[config.mk]
export PLATFORM = sky130hd
export DESIGN_NAME = psc_power_state_control
export DESIGN_NICKNAME = d
export VERILOG_FILES = /design/src/psc_pkg.sv /design/src/psc_power_state_control.sv /design/src/psc_decode.sv
export VERILOG_INCLUDE_DIRS = /design/src
export SDC_FILE = /design/constraint.sdc
export NUM_CORES = 1
export LEC_CHECK = 0
export ABC_AREA = 1
export BUFFER_PORTS_ARGS = -buffer_cell sky130_fd_sc_hd__clkbuf_2
export CORE_UTILIZATION = 59
export DETAILED_ROUTE_END_ITERATION = 8
export PLACE_DENSITY = 0.84
export SETUP_SLACK_MARGIN = 0.02
export SYNTH_ARGS = -nofsm -noshare
export SYNTH_HDL_FRONTEND = slang
export SYNTH_HIERARCHICAL = 1
export SYNTH_SLANG_ARGS = --single-unit
[constraint.sdc]
create_clock -name sys_clk -period 2.65 [get_ports sys_clk]
set_input_delay 0.1325 -clock sys_clk [delete_from_list [all_inputs] [get_ports sys_clk]]
set_output_delay 0.1325 -clock sys_clk [all_outputs]
set_load 0.01 [all_outputs]
[src/psc_map.svh]
// Register offsets, field positions and reset values of the power-state control block.
// Assumes word-addressed register port with 16-bit data.
`ifndef PSC_MAP_SVH
`define PSC_MAP_SVH

`define PSC_ADDR_W          5
`define PSC_DATA_W          16
`define PSC_OFF_CONV_CTRL   5'h01
`define PSC_OFF_POWER_CTRL  5'h09
`define PSC_OFF_SWITCHES    5'h0A
`define PSC_CONV_CTRL_RST   16'h0080
`define PSC_POWER_CTRL_RST  16'h0000
`define PSC_SWITCHES_RST    16'h0000
`define PSC_BIT_WEIGH_EN    0
`define PSC_BIT_IMP_EN      1
`define PSC_BIT_GLOBAL_ON   2
`define PSC_BIT_SHARED_OFF  3
`define PSC_BIT_CONV_PD     7
`define PSC_SW_POS_CUR_HI   15
`define PSC_SW_POS_CUR_LO   10
`define PSC_SW_POS_CAL_HI   9
`define PSC_SW_POS_CAL_LO   8
`define PSC_STATE_W         3

`endif

[src/psc_pkg.sv]
// Types shared by the power-state control block.
// Assumes psc_map.svh is available for field positions.
package psc_pkg;

	// Decoded power state of the front-end
	typedef enum logic [2:0] {
		PSC_FULL_OFF,
		PSC_SLEEP,
		PSC_IMPEDANCE,
		PSC_WEIGH,
		PSC_AUX,
		PSC_UNDEFINED
	} psc_state_e;

	// Power controls driven to the analog domains
	typedef struct packed {
		logic shared_conv_on;
		logic frontend_on;
		logic impedance_on;
		logic weigh_on;
		logic converter_on;
	} psc_power_s;

endpackage

[src/psc_power_state_control.sv]
// Power-state control registers with decoded power state outputs.
// Assumes a plain register port: one-cycle strobes, read data one cycle after the read strobe.
`timescale 1ns/1ps
`include "psc_map.svh"

module psc_power_state_control #(
	parameter int ADDR_W = `PSC_ADDR_W,
	parameter int DATA_W = `PSC_DATA_W
) (
	// Clock and reset
	input  wire logic                sys_clk,
	input  wire logic                reset,
	// Register port
	input  wire logic [ADDR_W-1:0]   reg_addr,
	input  wire logic [DATA_W-1:0]   reg_wdata,
	input  wire logic                reg_wr,
	input  wire logic                reg_rd,
	output logic      [DATA_W-1:0]   reg_rdata,
	// Power controls and decoded state
	output psc_pkg::psc_power_s      power_ctrl,
	output psc_pkg::psc_state_e      power_state,
	// Current-path switch controls
	output logic      [5:0]          positive_output_current_switches,
	output logic      [1:0]          positive_calibration_switches,
	output logic      [7:0]          negative_path_switches
);

	////////////////////////////////////////////////////////////////////////////////////////////////////
	// Elaboration checks: the map is fixed at five address bits and sixteen data bits
	initial begin
		if (ADDR_W != `PSC_ADDR_W || DATA_W != `PSC_DATA_W) begin
			$error("psc_power_state_control: unsupported bus widths");
		end
	end

	////////////////////////////////////////////////////////////////////////////////////////////////////
	// Address decode
	wire hit_conv  = (reg_addr == `PSC_OFF_CONV_CTRL);
	wire hit_power = (reg_addr == `PSC_OFF_POWER_CTRL);
	wire hit_sw    = (reg_addr == `PSC_OFF_SWITCHES);

	logic [DATA_W-1:0] conv_ctrl_r;
	logic [DATA_W-1:0] power_ctrl_r;
	logic [DATA_W-1:0] switches_r;

	// Registers store whatever software writes; the fixed-pattern bits are the writer's duty
	logic [DATA_W-1:0] conv_ctrl_nxt;
	logic [DATA_W-1:0] power_ctrl_nxt;
	logic [DATA_W-1:0] switches_nxt;
	assign conv_ctrl_nxt  = (reg_wr && hit_conv)  ? reg_wdata : conv_ctrl_r;
	assign power_ctrl_nxt = (reg_wr && hit_power) ? reg_wdata : power_ctrl_r;
	assign switches_nxt   = (reg_wr && hit_sw)    ? reg_wdata : switches_r;

	// Register storage
	always_ff @(posedge sys_clk) begin
		if (reset) begin
			conv_ctrl_r  <= `PSC_CONV_CTRL_RST;
			power_ctrl_r <= `PSC_POWER_CTRL_RST;
			switches_r   <= `PSC_SWITCHES_RST;
		end else begin
			conv_ctrl_r  <= conv_ctrl_nxt;
			power_ctrl_r <= power_ctrl_nxt;
			switches_r   <= switches_nxt;
		end
	end

	////////////////////////////////////////////////////////////////////////////////////////////////////
	// Decode from next values so outputs follow a write on the very next edge
	psc_pkg::psc_state_e state_nxt;
	psc_pkg::psc_power_s power_nxt;

	psc_decode u_decode (
		.shared_converter_power_off (power_ctrl_nxt[`PSC_BIT_SHARED_OFF]),
		.global_power_on            (power_ctrl_nxt[`PSC_BIT_GLOBAL_ON]),
		.impedance_frontend_enable  (power_ctrl_nxt[`PSC_BIT_IMP_EN]),
		.weigh_frontend_enable      (power_ctrl_nxt[`PSC_BIT_WEIGH_EN]),
		.converter_power_down       (conv_ctrl_nxt[`PSC_BIT_CONV_PD]),
		.state                      (state_nxt),
		.power                      (power_nxt)
	);

	// Read mux; unmapped addresses read zero
	wire [DATA_W-1:0] rdata_nxt =
		hit_conv  ? conv_ctrl_r :
		hit_power ? power_ctrl_r :
		hit_sw    ? switches_r : '0;

	// Output flops
	always_ff @(posedge sys_clk) begin
		if (reset) begin
			reg_rdata                        <= 16'h0000;
			power_ctrl                       <= '0;
			power_state                      <= psc_pkg::PSC_FULL_OFF;
			positive_output_current_switches <= 6'h00;
			positive_calibration_switches    <= 2'h0;
			negative_path_switches           <= 8'h00;
		end else begin
			reg_rdata   <= reg_rd ? rdata_nxt : 16'h0000;
			power_ctrl  <= power_nxt;
			power_state <= state_nxt;
			positive_output_current_switches <= switches_nxt[`PSC_SW_POS_CUR_HI:`PSC_SW_POS_CUR_LO];
			positive_calibration_switches    <= switches_nxt[`PSC_SW_POS_CAL_HI:`PSC_SW_POS_CAL_LO];
			negative_path_switches           <= switches_nxt[7:0];
		end
	end

endmodule

[src/psc_decode.sv]
// Combinational power-state decoder.
// Assumes control bits come from registers in the same clock domain.
`timescale 1ns/1ps
`include "psc_map.svh"

module psc_decode (
	// Control bits
	input  wire logic                shared_converter_power_off,
	input  wire logic                global_power_on,
	input  wire logic                impedance_frontend_enable,
	input  wire logic                weigh_frontend_enable,
	input  wire logic                converter_power_down,
	// Decoded result
	output psc_pkg::psc_state_e      state,
	output psc_pkg::psc_power_s      power
);

	////////////////////////////////////////////////////////////////////////////////////////////////////
	// Analog domain enables; each bit acts by itself so unlisted combinations still behave sanely
	assign power.shared_conv_on = global_power_on & ~shared_converter_power_off;
	assign power.frontend_on    = global_power_on;
	assign power.impedance_on   = global_power_on & impedance_frontend_enable;
	assign power.weigh_on       = global_power_on & weigh_frontend_enable;
	assign power.converter_on   = ~converter_power_down;

	////////////////////////////////////////////////////////////////////////////////////////////////////
	// Mode table; combinations outside it report undefined
	wire fe_none = ~impedance_frontend_enable & ~weigh_frontend_enable;
	wire imp_only = impedance_frontend_enable & ~weigh_frontend_enable;
	wire ws_only  = weigh_frontend_enable & ~impedance_frontend_enable;
	wire run_ok   = global_power_on & ~shared_converter_power_off & ~converter_power_down;

	assign state =
		(!global_power_on && fe_none && converter_power_down) ? psc_pkg::PSC_FULL_OFF :
		(global_power_on && shared_converter_power_off && fe_none && converter_power_down)
			? psc_pkg::PSC_SLEEP :
		(run_ok && imp_only) ? psc_pkg::PSC_IMPEDANCE :
		(run_ok && ws_only)  ? psc_pkg::PSC_WEIGH :
		(run_ok && fe_none)  ? psc_pkg::PSC_AUX :
		psc_pkg::PSC_UNDEFINED;

endmodule

==> run metrics <==
antenna diode instance count=0; multi-input gate area in the final layout=1420 um^2; kind of end point of the critical path=flop; CTS tree=yes; number of cells upsized or downsized after cts=0; Synth Area in Adders=0%; number of pins with negative max-slew slack in the final report=0; Gate Count Post-Synth=around 530; Tmin final=1660 ps; Max Clk Rate=603 MHz; latest clock arrival within the worst-skew pair=340 ps; Hold/Removal Path Class=in -> reg; number of standard-cell rows in the floorplan=27; hold_buf cts=0; total global routing overflow=0; synthesis warning total=6; global-route wire length before repair=14200 um; number of inserted filler cells in the final layout=between 400 and 500; portion of netlist area occupied by mux cells=0%; share of Yosys cell area claimed by the top area cell type=41.8%; number of DRC violations after detailed-routing iteration 0=roughly 350; number of max-capacitance violations reported=0; largest net degree at the start of global routing=45; number of buffers created by CTS=9; Mapped Area=roughly 3400 um^2; crit start category=input port; vias in the first global route=3120; I/O Pins=65; Finish-stage setup viols=0; Routed Wire Length=8650 um; layout cell share with drive strength beyond 1=between 10% and 20%; count of distinct cell types in the synthesized netlist=18; post-layout instance area=a little under 4000 um^2; remaining antenna violation count=0; XOR/XNOR share of the synthesized area=0%; Slew Limit Headroom=52.9%; leading cell type in the layout, fill and taps excluded=sky130_fd_sc_hd__nand2_1; routability congestion estimate=between 0.8 and 0.9; sequential element share of the synthesized area=41.8%; routed vias=3412; Die Y-Extent=~78 um; cell taking the most area after synthesis=sky130_fd_sc_hd__dfxtp_1; cell types with the largest area share after synthesis=sky130_fd_sc_hd__dfxtp_1 42%, sky130_fd_sc_hd__nand2_1 13%, sky130_fd_sc_hd__inv_1 13%, sky130_fd_sc_hd__nor2_1 7.7%, sky130_fd_sc_hd__nand4_1 6.5%; power per unit of standard cell area=515 nW/um^2; IO buf count=between 60 and 70; synthesized area per cell=about 6.5 um^2; critical path arrival=1880 ps; antenna violations before repair=0; CP required=between 2000 and 3000 ps; via density per instance=5.18; summed negative setup slack over all endpoints=0 ps; worst reg2reg setup slack=between 1000 and 1500 ps; starting density of the core=61.8%; fraction of the mapped netlist area in compound gates=5.81%; Storage cell area=about 1400 um^2; htree depth=3; post-synth net total=roughly 560; all-layer global routing usage=29.6%; Post-CTS Repair Setup Buffers=0; clock sinks=72; slew of the pin with the lowest slew margin=704 ps; RSZ-0062 raised after global routing=false; signed area change from the synthesized netlist to the final layout=14.7%; worst setup skew after layout=8.74 ps; average detailed-routed wire length per instance=13.1 um; clock-pin transition on the worst setup and hold timing paths=70 ps; net count reported at finish=just over 600; Final Hold Vio Count=0; largest family of logic cells by synthesized area=simple AND/OR/NAND/NOR gates; Simple-Gate Fraction of Synth Area=about a third; commonest cells after routing, fill and taps aside=121 x sky130_fd_sc_hd__nand2_1, 118 x sky130_fd_sc_hd__inv_1, 72 x sky130_fd_sc_hd__dfxtp_1; crit share post-route=62.6%; placement-stage cell area=3790 um^2; count of state elements after synthesis=between 70 and 80; die width=78.4 um; type of the setup path with the least slack=in -> reg; die outline area=around 6200 um^2; HPWL after DPL=5670 um; Max clock buf depth=2; Std-Cell Core Area=5570 um^2; cell at the root of the clock tree=sky130_fd_sc_hd__clkbuf_8; cell count of the worst reg-to-reg path=10; result of the run=finished clean; Max FO, Critical Path=10; first drt pass iteration count=5; largest voltage drop on the vdd net=309 uV; WHS Path Cells=3; leakage power figure=2.00 nW; number of remaining DRC errors=0
[layout make-up]
cell class | instances | area share, %
clock buffers | 9 | 3.13
clock inverters | 6 | 0.950
inverters | 121 | 11.5
multi-input cells | 306 | 35.9
flip-flops and latches | 72 | 36.5
well taps | 72 | 2.28
repair buffers | 73 | 9.81
[state kept, by name, summed over array words and instances, names as in the netlist]
name / cells
power_ctrl_r: 16
power_state: 3
conv_ctrl_r: 16
switches_r: 16
reg_rdata: 16
power_ctrl: 5
[logic make-up (layout without fill, tap and decap cells)]
family,after synthesis,count (layout)
buffers and inverters,153,209
AO/OA/AOI/OAI,32,32
flip-flops,72,72
AND/OR/NAND/NOR,274,274
[through the flow]
| step | hold WS, ps | power, mW | setup WS (ps) | cells | util [%] |
|---|---|---|---|---|---|
| after CTS | 22.9 | 2.04 | 1040 | 659 | 70.9 |
| after detailed placement | 382 | 1.31 | 686 | 644 | 68.0 |
| after global placement | 374 | 1.31 | 829 | 644 | 68.0 |
| final | 31.7 | 2.03 | 991 | 659 | 70.9 |
| after floorplan | 205 | 1.25 | 1260 | 531 | - |
| after global routing | 56.0 | 2.11 | 847 | 659 | 70.9 |
[Yosys cell counts]
cell type                  instances
sky130_fd_sc_hd__nand2_1         121
sky130_fd_sc_hd__inv_1           118
sky130_fd_sc_hd__dfxtp_1          72
sky130_fd_sc_hd__nor2_1           71
sky130_fd_sc_hd__nand3_1          36
sky130_fd_sc_hd__nand4_1          36
sky130_fd_sc_hd__clkbuf_1         18
sky130_fd_sc_hd__a21oi_1          16
sky130_fd_sc_hd__o211ai_1         16
sky130_fd_sc_hd__buf_2             9
sky130_fd_sc_hd__nor2_2            5
sky130_fd_sc_hd__buf_1             3
sky130_fd_sc_hd__buf_4             2
sky130_fd_sc_hd__inv_2             2
sky130_fd_sc_hd__nand3_2           2
sky130_fd_sc_hd__nor2_4            2
sky130_fd_sc_hd__clkinv_1          1
sky130_fd_sc_hd__nand4_2           1
[worst paths after layout]
kind / start / to
worst max-delay path: reg_addr[0] / power_state[0]$_SDFF_PP0_
worst min-delay path: reg_wdata[15] / power_ctrl_r[15]$_SDFFE_PP0N_
worst max register to register: power_ctrl_r[0]$_SDFF_PP0_ / power_state[2]$_SDFF_PP0_
worst min register to register: conv_ctrl_r[7]$_SDFF_PP1_ / conv_ctrl_r[7]$_SDFF_PP1_
[worst max-delay path, cell delays in order]
cell and delay, ps:
sky130_fd_sc_hd__clkbuf_2 110, sky130_fd_sc_hd__inv_1 40, sky130_fd_sc_hd__nor2_1 530, sky130_fd_sc_hd__nand4_2 280, sky130_fd_sc_hd__nand2_1 150, sky130_fd_sc_hd__nand2_1 70, sky130_fd_sc_hd__inv_1 130, sky130_fd_sc_hd__inv_2 70
sky130_fd_sc_hd__nor2_4 100, sky130_fd_sc_hd__nand3_1 80, sky130_fd_sc_hd__nand2_1 70, sky130_fd_sc_hd__inv_1 40, sky130_fd_sc_hd__inv_1 40, sky130_fd_sc_hd__nor2_1 30
[power by group]
part	internal, mW	leakage (nW)	switching, mW	total, mW
sequential	1.09	0.581	0.00632	1.10
clock	0.329	0.0769	0.412	0.740
combinational	0.0558	1.34	0.137	0.193
total	1.48	2.00	0.555	2.03
[per-layer routing]
metal,wire length (um),share of wire (%),global-route usage [%],vias up
li1,-,-,-,1716
met2,4100,47,48.0,169
met5,0,0,0,-
met1,3780,44,39.1,1503
met3,590,6.8,3.60,24
met4,182,2.1,14.4,0
Note: power is estimated with default switching activity, not from simulation.
